==> config.mk <==
export PLATFORM = sky130hd
export DESIGN_NAME = trf_top
export DESIGN_NICKNAME = d
export VERILOG_FILES = /design/src/trf_pkg.sv /design/src/trf_top.sv
export SDC_FILE = /design/constraint.sdc
export NUM_CORES = 1
export LEC_CHECK = 0
export CAP_MARGIN = 40
export CORE_MARGIN = 1
export CORE_UTILIZATION = 60
export CTS_BUF_LIST = sky130_fd_sc_hd__clkbuf_4 sky130_fd_sc_hd__clkbuf_8
export CTS_CLUSTER_DIAMETER = 60
export DETAILED_ROUTE_END_ITERATION = 12
export DONT_BUFFER_PORTS = 1
export MAX_ROUTING_LAYER = met4
export PLACE_DENSITY_LB_ADDON = 0.12
export SLEW_MARGIN = 20
export SYNTH_ARGS = -nofsm -noshare
export SYNTH_HDL_FRONTEND = slang
export SYNTH_SLANG_ARGS = --single-unit
==> constraint.sdc <==
create_clock -name sys_clk -period 4.45 [get_ports sys_clk]
set_input_delay 0.6675 -clock sys_clk [delete_from_list [all_inputs] [get_ports sys_clk]]
set_output_delay 0.6675 -clock sys_clk [all_outputs]
set_load 0.01 [all_outputs]
==> src/trf_pkg.sv <==
package trf_pkg;

	// ==========================================================
	// Clock and conversion timing
	localparam int unsigned CLK_PERIOD_NS = 10;
	localparam int unsigned CONV_RATE_HZ = 16;
	localparam int unsigned NS_PER_SECOND = 1000000000;
	localparam int unsigned CONV_PERIOD_NS = NS_PER_SECOND / CONV_RATE_HZ;
	localparam int unsigned CONV_PERIOD_CYCLES = CONV_PERIOD_NS / CLK_PERIOD_NS;
	localparam int unsigned CONV_CNT_W = 23;

	// ==========================================================
	// Measurement and result format
	localparam int unsigned MEAS_W = 16;
	localparam int unsigned FRAC_BITS = 4;
	localparam int unsigned RESULT_BITS = 12;
	localparam int unsigned BYTE_W = 8;
	localparam logic [3:0] LOW_PAD = 4'h0;
	localparam logic [7:0] CODE_MIN = 8'h00;
	localparam logic [7:0] STD_CODE_MAX = 8'h7f;
	localparam logic [7:0] EXT_CODE_MAX = 8'hff;
	localparam logic [3:0] FRAC_ZERO = 4'h0;
	// Limits in sixteenths of a degree
	localparam logic signed [16:0] EXT_OFFSET_Q = 17'sh00400;
	localparam logic signed [16:0] STD_LIMIT_Q = 17'sh00800;
	localparam logic signed [16:0] EXT_LIMIT_Q = 17'sh01000;
	localparam logic signed [16:0] ZERO_Q = 17'sh00000;

	// ==========================================================
	// Reset values
	localparam logic [7:0] RESULT_RESET = 8'h00;
	localparam logic RANGE_RESET = 1'b0;

	typedef enum logic [1:0] {
		TRF_IDLE,
		TRF_WAIT_LOCAL,
		TRF_WAIT_REMOTE
	} trf_state_e;

endpackage : trf_pkg

==> src/trf_top.sv <==
`timescale 1ns/1ps

// What this block does
// - Each local and remote result is a 12-bit code with a step of 0.0625 degrees.
// - In standard range any temperature below zero gives an integer code of 00h.
// - In standard range any temperature above 127 degrees saturates to 7Fh.
// - Range select high chooses the extended range and extended binary format.
// - A range change applies from the next conversion on, never to one under way.
// - Extended range adds 64 (40h) to the standard integer value, giving unsigned codes.
// - Extended range spans -64 degrees (00h) to 191 degrees (FFh), saturating beyond.
// - From reset on, conversions run at 16 per second.
// - Each result is a high byte of whole degrees and a low byte with the fraction in 7:4.
module trf_top
	import trf_pkg::*;
#(
	parameter int unsigned PERIOD_CYCLES = CONV_PERIOD_CYCLES
)
(
	input wire logic sys_clk,
	input wire logic sys_rst,
	input wire logic rangeSelect,
	input wire logic measValid,
	input wire logic measRemote,
	input wire logic signed [MEAS_W-1:0] measTemp,
	output logic convStart,
	output logic convBusy,
	output logic convRange,
	output logic [BYTE_W-1:0] localHigh,
	output logic [BYTE_W-1:0] localLow,
	output logic [BYTE_W-1:0] remoteHigh,
	output logic [BYTE_W-1:0] remoteLow,
	output logic localUpdated,
	output logic remoteUpdated
);

	// ==========================================================
	// Formatting
	function automatic logic [2*BYTE_W-1:0] fmtResult(
		input logic signed [MEAS_W-1:0] t,
		input logic ext
	);
		logic signed [16:0] v;
		logic [2*BYTE_W-1:0] r;
		// One guard bit so the offset can never wrap the sign
		v = {t[MEAS_W-1], t};
		if (ext)
		begin
			v = v + EXT_OFFSET_Q;
		end
		if (v < ZERO_Q)
		begin
			r = {CODE_MIN, FRAC_ZERO, LOW_PAD};
		end
		else if (!ext && v >= STD_LIMIT_Q)
		begin
			// Saturated codes carry a zero fraction
			r = {STD_CODE_MAX, FRAC_ZERO, LOW_PAD};
		end
		else if (ext && v >= EXT_LIMIT_Q)
		begin
			r = {EXT_CODE_MAX, FRAC_ZERO, LOW_PAD};
		end
		else
		begin
			// Whole degrees high, fraction left-justified low
			r = {v[RESULT_BITS-1:FRAC_BITS], v[FRAC_BITS-1:0], LOW_PAD};
		end
		return r;
	endfunction : fmtResult

	// ==========================================================
	// Conversion timer
	// Reload one short, the start cycle counts too
	localparam logic [CONV_CNT_W-1:0] RELOAD = CONV_CNT_W'(PERIOD_CYCLES - 1);

	logic [CONV_CNT_W-1:0] periodCnt;
	trf_state_e state;
	logic startNow;
	logic acceptLocal;
	logic acceptRemote;
	logic [2*BYTE_W-1:0] formatted;

	// An overrun conversion delays the next start rather than dropping it
	assign startNow = (periodCnt == '0) && (state == TRF_IDLE);
	// A result for the wrong channel, or while idle, is dropped
	assign acceptLocal = measValid && !measRemote && (state == TRF_WAIT_LOCAL);
	assign acceptRemote = measValid && measRemote && (state == TRF_WAIT_REMOTE);
	assign formatted = fmtResult(measTemp, convRange);

	always_ff @(posedge sys_clk or posedge sys_rst)
	begin
		if (sys_rst)
		begin
			periodCnt <= '0;
		end
		else if (startNow)
		begin
			periodCnt <= RELOAD;
		end
		else if (periodCnt != '0)
		begin
			periodCnt <= periodCnt - 1'b1;
		end
	end

	// ==========================================================
	// Conversion sequence: local then remote
	always_ff @(posedge sys_clk or posedge sys_rst)
	begin
		if (sys_rst)
		begin
			state <= TRF_IDLE;
		end
		else
		begin
			// Local always precedes remote within one conversion
			unique case (state)
				TRF_IDLE:
				begin
					if (startNow)
					begin
						state <= TRF_WAIT_LOCAL;
					end
				end
				TRF_WAIT_LOCAL:
				begin
					if (acceptLocal)
					begin
						state <= TRF_WAIT_REMOTE;
					end
				end
				TRF_WAIT_REMOTE:
				begin
					if (acceptRemote)
					begin
						state <= TRF_IDLE;
					end
				end
			endcase
		end
	end

	// ==========================================================
	// Start strobe and busy flag
	always_ff @(posedge sys_clk or posedge sys_rst)
	begin
		if (sys_rst)
		begin
			convStart <= 1'b0;
			convBusy <= 1'b0;
		end
		else
		begin
			convStart <= startNow;
			// Busy drops in the same edge that stores the remote result
			convBusy <= startNow || (state != TRF_IDLE && !acceptRemote);
		end
	end

	// ==========================================================
	// Range latch
	// Range is frozen per conversion so both channels share one format
	always_ff @(posedge sys_clk or posedge sys_rst)
	begin
		if (sys_rst)
		begin
			convRange <= RANGE_RESET;
		end
		else if (startNow)
		begin
			convRange <= rangeSelect;
		end
	end

	// ==========================================================
	// Result bytes, one set per channel: 0 local, 1 remote
	logic [1:0] chanAccept;
	logic [BYTE_W-1:0] chanHigh [2];
	logic [BYTE_W-1:0] chanLow [2];
	logic chanUpdated [2];

	assign chanAccept = {acceptRemote, acceptLocal};

	for (genvar ch = 0; ch < 2; ch++)
	begin : g_chan
		always_ff @(posedge sys_clk or posedge sys_rst)
		begin
			if (sys_rst)
			begin
				chanHigh[ch] <= RESULT_RESET;
				chanLow[ch] <= RESULT_RESET;
			end
			else if (chanAccept[ch])
			begin
				// Both bytes in one edge so a read never mixes two conversions
				chanHigh[ch] <= formatted[2*BYTE_W-1:BYTE_W];
				chanLow[ch] <= formatted[BYTE_W-1:0];
			end
		end

		always_ff @(posedge sys_clk or posedge sys_rst)
		begin
			if (sys_rst)
			begin
				chanUpdated[ch] <= 1'b0;
			end
			else
			begin
				chanUpdated[ch] <= chanAccept[ch];
			end
		end
	end

	// Outputs are the flops themselves, nothing in between
	assign localHigh = chanHigh[0];
	assign localLow = chanLow[0];
	assign remoteHigh = chanHigh[1];
	assign remoteLow = chanLow[1];
	assign localUpdated = chanUpdated[0];
	assign remoteUpdated = chanUpdated[1];

endmodule : trf_top

---- Yosys cells after proc, flatten, opt, wreduce, memory -nomap -nowiden ----
Cells that the tools add are included.
storage, ports and cells
  bits in read-only memories .............. 0
  latch bits .............................. 0
  memories ................................ 0
  bits in writable memories ............... 0
  word-level logic and storage cells ...... 49
  output and inout port bits .............. 37
  register bits after elaboration ......... 62
cells by class
  bitwise logic cells ..................... 0
  muxes and demuxes ....................... 10
  magnitude comparators ................... 3
  reductions and logical operators ........ 18
  add/sub/neg operators ................... 2
  divide/modulo/power cells ............... 0
  multipliers ............................. 0
  eq/ne operators ......................... 5
  shifts and indexed selects .............. 0
operators by type and width
  operator                                                                                count
  16-bit 2-to-1 mux                                                                       3
  23-bit 2-to-1 mux                                                                       2
  23-bit zero test                                                                        1
  23-bit nonzero test                                                                     1
  23-bit by 1-bit subtractor with 23-bit output (second input constant)                   1
  16-bit by 12-bit adder with 17-bit output (second input constant)                       1
  17-bit by 13-bit greater-or-equal comparator with 1-bit output (second input constant)  1
  17-bit by 14-bit greater-or-equal comparator with 1-bit output (second input constant)  1
  17-bit by 1-bit less-than comparator with 1-bit output (second input constant)          1
  17-bit 2-to-1 mux                                                                       1
  1-bit logical AND                                                                       8
  2-bit 2-to-1 mux                                                                        3
  2-bit != test (second input constant)                                                   3
  2-bit case mux with 3 select lines                                                      1
  2-bit nonzero test                                                                      2
  1-bit zero test                                                                         3
  3-bit AND reduction                                                                     1
  2-bit by 1-bit equality test with 1-bit output (second input constant)                  1
  2-bit equality test (second input constant)                                             1
  2-bit zero test                                                                         1
  1-bit logical OR                                                                        1

---- Logic depth before layout (Yosys ltp) ----
Gate-level depths: netlist of the first run.
  depth in word-level cells ............... 7
  gate-level depth with buffers ........... 9
  gate-level depth less buffers ........... 7

---- Worst setup path before layout of the first run ----
No wires, ideal clock.
  kind .................................... register -> register
  from .................................... reg periodCnt[0]
  to ...................................... reg state[0]
  path buffers ............................ 1
  library setup time ...................... 0.079 ns
  required time ........................... 4.371 ns
  setup slack ............................. 2.077 ns
  stages on the path, launching flop included .. 9
  arrival ................................. 2.294 ns
  cell sequence ........................... dfrtp_1 inv_1 ha_1 or4b_1 or4_4 nand2b_1 buf_6 a21oi_2 mux2i_1
on the way
  word-level cells in the longest chain between the ends .. 4
RTL lines
  what                           RTL line        text
  start, declared                trf_top.sv:76   logic [CONV_CNT_W-1:0] periodCnt;
  start signal, assigned         trf_top.sv:102  periodCnt <= periodCnt - 1'b1;
  23-bit zero test               trf_top.sv:84   assign startNow = (periodCnt == '0) && (state == TRF_IDLE);
  1-bit logical AND              trf_top.sv:84
  2-bit != test (no line)        --
  3-bit AND reduction (no line)  --
  end signal, assigned           trf_top.sv:112  state <= TRF_IDLE;
  end signal, assigned           trf_top.sv:122  state <= TRF_WAIT_LOCAL;
  end signal, assigned           trf_top.sv:129  state <= TRF_WAIT_REMOTE;
  end, declared                  trf_top.sv:77   trf_state_e state;
Every way passes these cells.
A chain may end at the register's enable or synchronous reset.

---- Worst setup path in the final report of the first run ----
Same ends and word-level chain as after synthesis.

==> results of run 1 <==
## state kept, by name (all words and copies together), names as in the netlist
register / cells
convBusy: 1
convStart: 1
remoteUpdated: 1
periodCnt: 23
remoteLow: 4
remoteHigh: 8
localLow: 4
localHigh: 8
state: 2
convRange: 1
localUpdated: 1
## power by group through the flow
stage	logic [W]	registers (W)	clock network (W)
floorplan	0.000383	0.000839	0
global placement	0.000418	0.000889	0
detailed placement	0.000432	0.000892	0
CTS	0.000435	0.000885	0.000341
global route	0.000489	0.000911	0.000356
finish	0.000433	0.000885	0.000335
## per-stage QoR
step	cells	hold slack, ps	setup WS [ps]	util [%]	instance area (sq um)
floorplan	264	437	2080	-	2690
finish	307	240	1870	67.7	2790
detailed placement	299	470	1860	64.9	2670
global route	307	275	1680	67.7	2790
global placement	298	466	1970	64.4	2650
CTS	307	246	1860	67.7	2790
## layer usage
| metal | track usage [%] | vias up | wire [um] |
|---|---|---|---|
| met2 | 33.1 | 64 | 2340 |
| met3 | 5.76 | 7 | 298 |
| met1 | 36.9 | 936 | 2560 |
| met5 | - | - | 0 |
| li1 | - | 916 | - |
| met4 | 7.55 | 0 | 42 |
## path summary, 6_finish.rpt
path                                      end  cells after the start    startpoint
worst max-delay path                 state[0]                      7  periodCnt[0]
worst min-delay path            remoteUpdated                      1       sys_rst
worst max register to register       state[0]                      7  periodCnt[0]
worst min register to register   periodCnt[6]                      1  periodCnt[6]
max in group asynchronous        periodCnt[0]                      2       sys_rst
min in group sys_clk             periodCnt[6]                      1  periodCnt[6]
## kinds of logic after synthesis
kind of cell               count (synthesis)  share of synthesized area (%)
DFF                                       54                           50.8
xor gates and xnor gates                  14                           4.61
other                                      1                          0.141
adders and majority gates                  5                           2.35
and+or+nand+nor                           95                           19.3
AOI/OAI and AO/OA                         59                           16.4
muxes                                      3                           1.18
buffers and inverters                     26                           5.13
## layout make-up
type / instances / area (sq um)
fillers: 325 / 1330
clock buffers: 5 / 68.8
clock inverters: 3 / 47.5
flip-flops and latches: 54 / 1350
repair buffers: 1 / 20.0
well taps: 50 / 62.6
multi-input cells: 184 / 1200
inverters: 10 / 37.5
## cells in the mapped netlist, types with 3 or more instances
library cell,instances,area [sq um]
nand2_1,31,116
nand2b_1,6,37.5
dfrtp_1,54,1350
xor2_1,9,78.8
xnor2_1,5,43.8
clkbuf_1,6,22.5
nand3_1,5,25.0
buf_4,8,60.1
nor3_1,6,30.0
ha_1,5,62.6
or3_1,3,18.8
o221a_2,14,158
or4_1,4,30.0
nand3b_1,3,22.5
a21oi_1,9,45.0
nor2_1,11,41.3
o21ai_0,19,95.1
nor4_1,8,50.1
or2_2,3,18.8
inv_1,10,37.5
## critical path, cell delays in order, from the launching register on
cell and delay [ps]:
dfrtp_1 380, inv_1 90, ha_1 180, or4b_1 510, or4_4 600, nand2b_1 300, a21oi_2 250, mux2i_1 200
==> flow_summary.yaml, run 1 <==
layout:
  final_common_cell: "dfrtp_1"
  drive_above_1_share_pct: 12.8
  finalNetCount: 282
  n_antenna_cell: 0
  area.growth.synth_to_final_pct: 4.75
  final_cell_mix: "54 x dfrtp_1, 31 x nand2_1, 19 x o21ai_0"
clock_tree:
  htreeDepth: 2
  cts_buffers: 5
  clk_latency_ps: 310
  post-cts-setup-buffer-count: 0
  root_buffer: "clkbuf_8"
  cts_hold_buffers: 0
  ctsResizeCount: 0
  cts.sinks: 54
  clk_pin_slew_ps: 100
  cts_tree: "built"
  cts_buffer_depth: 2
global_routing:
  grt_max_degree: 34
  grt_pass1_wl_um: 8140
  overflow: 0
  grt_antenna_before_repair: 0
  grt_pass1_vias: 1700
  grtUsageTotal_pct: 24.7
power_and_ir_drop:
  seqPwrFrac_pct: 53.5
  swShare_pct: 35.4
  internal-power_w: 0.00107
  p_leak_nw: 1.21
  combPwrFrac_pct: 26.2
  ir_drop_mv: 0.304
  total_power_w: 0.00165
  clockPowerShare_pct: 20.3
  power_density_nw_per_um2: 593
  power_switching_w: 0.000586
timing:
  worst_slew_pin_slew_ps: 736
  fin_crit_sh_pct: 58.1
  setup_viol: 0
  rsz0062_at_grt: "false"
  setup_tns_ps: 0
  fin_skew_ps: 8.58
  max_freq_mhz: 387
  hold_violations: 0
  slew_violations: 0
  period_needed_ps: 2580
  max_slew_margin_pct: 50.6
outcome:
  status: "completed"
worst_setup_path:
  rrSetupSlack_ps: 1870
  worst_setup_path_start_kind: "register"
  required_ps: 4680
  crit_path_end_kind: "register"
  worstPathArrival_ps: 2810
  critical_path_class: "reg -> reg"
  path_max_fanout: 8
routing:
  drt_iter0_drc: 161
  route.detailed.drc: 0
  viasPerCell: 6.26
  wl_per_cell_um: 17.1
  via_count: 1923
  drt_first_pass_iters: 4
  ant_nets: 0
  wl_um: 5240
flow_run:
  cap_violations: 0
placed_design:
  gp_congestion: 0.785
  portBuffers: 0
  hpwl_um: 3800
yosys:
  synth_top_flop_cell: "dfrtp_1"
  ys_warn_count: 0
  synth_edf_count: 0
  synthesis.area_sq_um: 2660
  ys_seq_elements: 54
  ys_seq_area_share_pct: 50.8
  yosysUniqueCellTypes: 50
  post_synth.cell_area_avg_sq_um: 10.3
  syn_inst: 257
  synthArstFlopShare_pct: 100
min_path:
  hp-class: "in -> async"
die:
  num_rows: 23
  die_w_um: 68.6
  start_util_pct: 64.6
  design.die.area_sq_um: 4700
  core_area_sq_um: 4120
  die_h_um: 68.6
  pin_count: 58
No activity file was read; power rests on OpenSTA's default activity.
==> run 2: changes to the inputs <==
Settings changed: ABC_AREA set to 1, CORE_UTILIZATION 60 to 59.
Clock period 4.45 ns to 2.1 ns, I/O delays scaled along.
==> flow_summary.yaml, run 2 <==
outcome:
  status: "completed"
placed_design:
  pre_cts_ws_ps: 221
  portBuffers: 0
  dp.cells: 445
  gp_congestion: 0.937
  hpwl_um: 4530
worst_setup_path:
  startpoint: "periodCnt[0]"
  rr_endpoint: "periodCnt[17]"
  path_max_fanout: 5
  cpMostUsedCell: "inv_2"
  worst_setup_path_start_kind: "register"
  r2r-start: "periodCnt[0]"
  crit_buf_inv: 3
  critical_path_class: "reg -> reg"
  slowest_delay_ps: 430
  critical_path_depth: 10
  worstPathArrival_ps: 2090
  crit_path_end_kind: "register"
  crit_family: "simple AND/OR/NAND/NOR gates"
  crit_end: "periodCnt[17]"
  cp_slowest_cell: "dfrtp_1"
  required_ps: 2330
  reg2reg_depth: 10
  cp_cell_sequence: "inv_1 -> ha_1 -> nand2_1 -> nor2_4 -> nand3_1 -> inv_2 -> nand3_2 -> inv_2 -> o21ai_1 -> o21ai_0"
  rrSetupSlack_ps: 240
yosys:
  synth_top_cell_by_area: "dfrtp_1"
  synthesis.area_sq_um: 3030
  yosys.area.top_type_share_pct: 44.6
  synthArstFlopShare_pct: 100
  synth_top_flop_cell: "dfrtp_1"
  synth_commonest_cells: "101 x nand2_1, 54 x dfrtp_1, 49 x inv_1, 40 x nor2_1, 31 x nand3_1"
  synth.area.top_cells: "dfrtp_1 45%, nand2_1 13%, inv_1 6.1%"
  ys_warn_count: 0
  synth_edf_count: 0
  post_synth.cell_area_avg_sq_um: 7.94
  ys_seq_elements: 54
  syn_inst: 381
  ys_seq_area_share_pct: 44.6
  yosysUniqueCellTypes: 32
  synth.most_common_cell: "nand2_1"
routing:
  wl_per_cell_um: 13.1
  wl_um: 5950
  ant_nets: 0
  viasPerCell: 5.18
  via_count: 2353
  drt_first_pass_iters: 4
  route.detailed.drc: 0
  drt_iter0_drc: 150
clock_tree:
  cts_buffers: 5
  cts.sinks: 54
  cts_buffer_depth: 2
  cts_tree: "built"
  clk_pin_slew_ps: 110
  clk_latency_ps: 320
  root_buffer: "clkbuf_8"
  htreeDepth: 2
layout:
  drive_above_1_share_pct: 12.4
  area.growth.synth_to_final_pct: 4.59
  n_antenna_cell: 0
  regMostFlops: "periodCnt"
  finalNetCount: 412
  num-fill-cells: 424
  final_cell_mix: "101 x nand2_1, 53 x dfrtp_1, 48 x inv_1"
  instances_no_fill: 454
  final_common_cell: "nand2_1"
  largest_register_ff_count: 23
timing:
  slew_violations: 0
  setup_viol: 0
  worst_slew_pin_slew_ps: 530
  max_freq_mhz: 537
  period_needed_ps: 1860
  fin_crit_sh_pct: 88.6
  whs_ps: 112
  fin_ws_ps: 239
  fin_skew_ps: 11.1
  setup_tns_ps: 0
  rsz0062_at_grt: "false"
  hold_violations: 0
  max_slew_margin_pct: 64.6
power_and_ir_drop:
  p_leak_nw: 1.55
  power_density_nw_per_um2: 813
  ir_drop_mv: 0.312
  total_power_w: 0.00257
global_routing:
  grtUsageTotal_pct: 24.4
  grt_pass1_vias: 2176
  grt_antenna_before_repair: 0
  overflow: 0
  grt_max_degree: 28
  grt_pass1_wl_um: 9860
min_path:
  hp-class: "in -> reg"
die:
  pin_count: 58
  num_rows: 25
  design.die.area_sq_um: 5420
  core_area_sq_um: 4820
  die_h_um: 73.6
  die_w_um: 73.6
  start_util_pct: 62.8
flow_run:
  cap_violations: 0
==> run 2: changes by cell type in the layout (fill, tap and decap cells not counted), sizes merged, moves of 5 or more <==
cell / change
nor2: +35
a21oi: -5
o221a: -14
nand2b: -6
xnor2: +5
nand2: +74
or4: -6
buf: +5
nor4: -9
xor2: -6
nand3: +40
inv: +42
==> run 2: worst reg2reg max path, cell delays in order, from the launching register on <==
cell	delay [ps]
dfrtp_1	430
inv_1	120
ha_1	230
nand2_1	120
nor2_4	170
nand3_1	150
inv_2	110
nand3_2	150
inv_2	160
o21ai_1	70
o21ai_0	70
==> run 2: repair_timing <==
action / CTS / global route
endpoints found under the hold margin: 25 / 0
setup buffers: 0 / 0
setup endpoints to repair: 0 / 3
resized for setup: 0 / 1
hold buffers: 1 / 0
==> run 2: metal layers <==
metal / track usage, % / routed length (um) / vias to the layer above
li1: - / - / 1184
met1: 29.9 / 2600 / 1090
met2: 40.3 / 2900 / 67
met3: 5.76 / 337 / 12
met4: 7.05 / 116 / 0
met5: - / 0 / -
==> run 2: power by group <==
part / internal [W] / switching [W]
registers: 0.00126 / 0.000251
clock network: 0.000248 / 0.000371
logic: 0.000165 / 0.000281
==> run 2: layout make-up <==
cell class              instances  area [sq um]  share of cell area, %
multi-input cells             263          1370                   43.3
flip-flops and latches         54          1350                   42.7
inverters                      55           206                   6.52
well taps                      67          83.8                   2.65
clock buffers                   5          68.8                   2.17
repair buffers                  7          55.1                   1.74
clock inverters                 3          28.8                  0.909
==> run 2: stage by stage <==
step	instance area [sq um]	utilization, %
floorplan	3050	-
global placement	3060	63.5
detailed placement	3060	63.5
global route	3170	65.7
CTS	3160	65.7
finish	3170	65.7
==> run 2: cell families after synthesis <==
kind of cell | count (synthesis) | synth area share (%)
and+or+nand+nor | 208 | 33.2
AOI/OAI and AO/OA | 29 | 5.29
xor gates and xnor gates | 13 | 3.76
other | 1 | 0.124
adders and majority gates | 5 | 2.07
buffers and inverters | 71 | 11.0
DFF | 54 | 44.6
==> run 2: how the worst min path moves through the flow <==
stage                         to  depth (start not counted)        start
global placement    periodCnt[3]                          1      sys_rst
global route           convRange                          2  rangeSelect
floorplan              convRange                          2  rangeSelect
CTS                    convRange                          2  rangeSelect
detailed placement  periodCnt[4]                          1      sys_rst
finish                 convRange                          2  rangeSelect
==> run 3: changes to the inputs <==
Settings changed: GPL_TIMING_DRIVEN set to 0.
==> flow_summary.yaml, run 3 (synthesized netlist as in run 2, its figures left out) <==
clock_tree:
  cts.sinks: 54
  clk_latency_ps: 310
  cts_tree: "built"
  htreeDepth: 2
  clk_pin_slew_ps: 110
  cts_buffer_depth: 2
  root_buffer: "clkbuf_8"
  cts_hold_buffers: 0
  cts_buffers: 5
worst_setup_path:
  path_max_fanout: 5
  worstPathArrival_ps: 2100
  critical_path_class: "reg -> reg"
  rrSetupSlack_ps: 220
  reg2reg_depth: 10
  r2r-start: "periodCnt[0]"
  crit_path_end_kind: "register"
  required_ps: 2320
  worst_setup_path_start_kind: "register"
  rr_endpoint: "periodCnt[17]"
timing:
  fin_crit_sh_pct: 89.4
  hold_violations: 9
  max_slew_margin_pct: 51.8
  fin_skew_ps: 13.4
  whs_ps: -8.03
  rsz0062_at_grt: "false"
  setup_viol: 0
  slew_violations: 0
  period_needed_ps: 1880
  max_freq_mhz: 532
  worst_slew_pin_slew_ps: 722
placed_design:
  gp_congestion: 0.957
  dp.cells: 456
  portBuffers: 0
  hpwl_um: 4580
power_and_ir_drop:
  combPwrFrac_pct: 17.5
  clockPowerShare_pct: 26.4
  ir_drop_mv: 0.489
  p_leak_nw: 1.63
  internal-power_w: 0.00180
  seqPwrFrac_pct: 56.1
  power_switching_w: 0.000896
  swShare_pct: 33.2
  power_density_nw_per_um2: 822
  total_power_w: 0.00270
routing:
  route.detailed.drc: 0
  wl_per_cell_um: 13.0
  viasPerCell: 5.16
  drt_iter0_drc: 101
  drt_first_pass_iters: 4
  wl_um: 6050
  via_count: 2394
  ant_nets: 0
die:
  num_rows: 25
  pin_count: 58
  die_h_um: 73.6
  design.die.area_sq_um: 5420
  core_area_sq_um: 4820
  die_w_um: 73.6
  start_util_pct: 62.8
global_routing:
  overflow: 0
  grtUsageTotal_pct: 25.8
  grt_max_degree: 34
  grt_pass1_vias: 2400
  grt_pass1_wl_um: 10400
  grt_antenna_before_repair: 0
outcome:
  status: "complete, but fails checks"
  violations: "hold timing"
layout:
  final_cell_mix: "101 x nand2_1, 54 x dfrtp_1, 48 x inv_1"
  area.growth.synth_to_final_pct: 8.47
  finalNetCount: 422
  instances_no_fill: 464
  drive_above_1_share_pct: 14.4
  largest_register_ff_count: 23
  final_common_cell: "nand2_1"
  regMostFlops: "periodCnt"
  num-fill-cells: 410
  n_antenna_cell: 0
flow_run:
  cap_violations: 0
min_path:
  hp-class: "in -> async"
## run 3: cell type report
| type | count | area, sq um | share of cell area (%) |
|---|---|---|---|
| buffer | 16 | 125 | 3.81 |
| clock buffer | 5 | 68.8 | 2.10 |
| inverter | 55 | 206 | 6.29 |
| multi-input combinational | 263 | 1370 | 41.8 |
| timing repair buffer | 1 | 27.5 | 0.838 |
| sequential | 54 | 1350 | 41.2 |
| tap | 67 | 83.8 | 2.55 |
| clock inverter | 3 | 47.5 | 1.45 |
## run 3: power groups by stage
stage / combinational [W] / clock [W] / sequential (W)
6_report: 0.000471 / 0.000714 / 0.00151
5_1_grt: 0.000540 / 0.000767 / 0.00154
4_1_cts: 0.000475 / 0.000722 / 0.00151
3_5_place_dp: 0.000470 / 0 / 0.00153
3_3_place_gp: 0.000452 / 0 / 0.00152
2_1_floorplan: 0.000387 / 0 / 0.00149
## run 3: critical path, cell delays in order (launching register included)
cell     delay (ps)
dfrtp_1         420
inv_1           100
ha_1            250
nand2_1         180
nor2_4          170
nand3_1         130
inv_2           100
nand3_2         150
inv_2           150
o21ai_1          70
o21ai_0          70
## run 3: how the worst max path moves through the flow
| stage | depth (start not counted) | to | start | slack, ps |
|---|---|---|---|---|
| after floorplan | 1 | convBusy | sys_rst | 470 |
| after global placement | 1 | remoteLow[5] | sys_rst | -70 |
| after detailed placement | 9 | periodCnt[19] | periodCnt[0] | 230 |
| after CTS | 9 | periodCnt[19] | periodCnt[0] | 180 |
| after global routing | 10 | periodCnt[22] | periodCnt[0] | 7 |
| final | 10 | periodCnt[17] | periodCnt[0] | 220 |
## run 3: timing repair
action	4_1_cts	5_1_grt
endpoints found under the setup margin	0	1
gates resized for setup	0	1
buffers inserted	0	0
## run 3: routing by layer
layer	track usage (%)	wire length [um]	vias up	part of all wire [%]
met4	6.84	59	0	0.97
met3	5.76	273	7	4.5
li1	-	-	1206	-
met1	29.7	2630	1125	43
met5	-	0	-	0
met2	45.3	3090	56	51
## run 3: stage by stage
stage / utilization [%] / TNS, ps / hold slack (ps) / cell area, sq um / setup WS (ps)
floorplan: - / 0 / 425 / 3050 / 470
global placement: 65.1 / -3530 / 425 / 3140 / -66.8
detailed placement: 65.7 / 0 / 352 / 3160 / 229
CTS: 68.1 / 0 / 12.7 / 3280 / 178
global route: 68.2 / 0 / 33.9 / 3280 / 7.08
finish: 68.2 / 0 / -8.03 / 3280 / 222
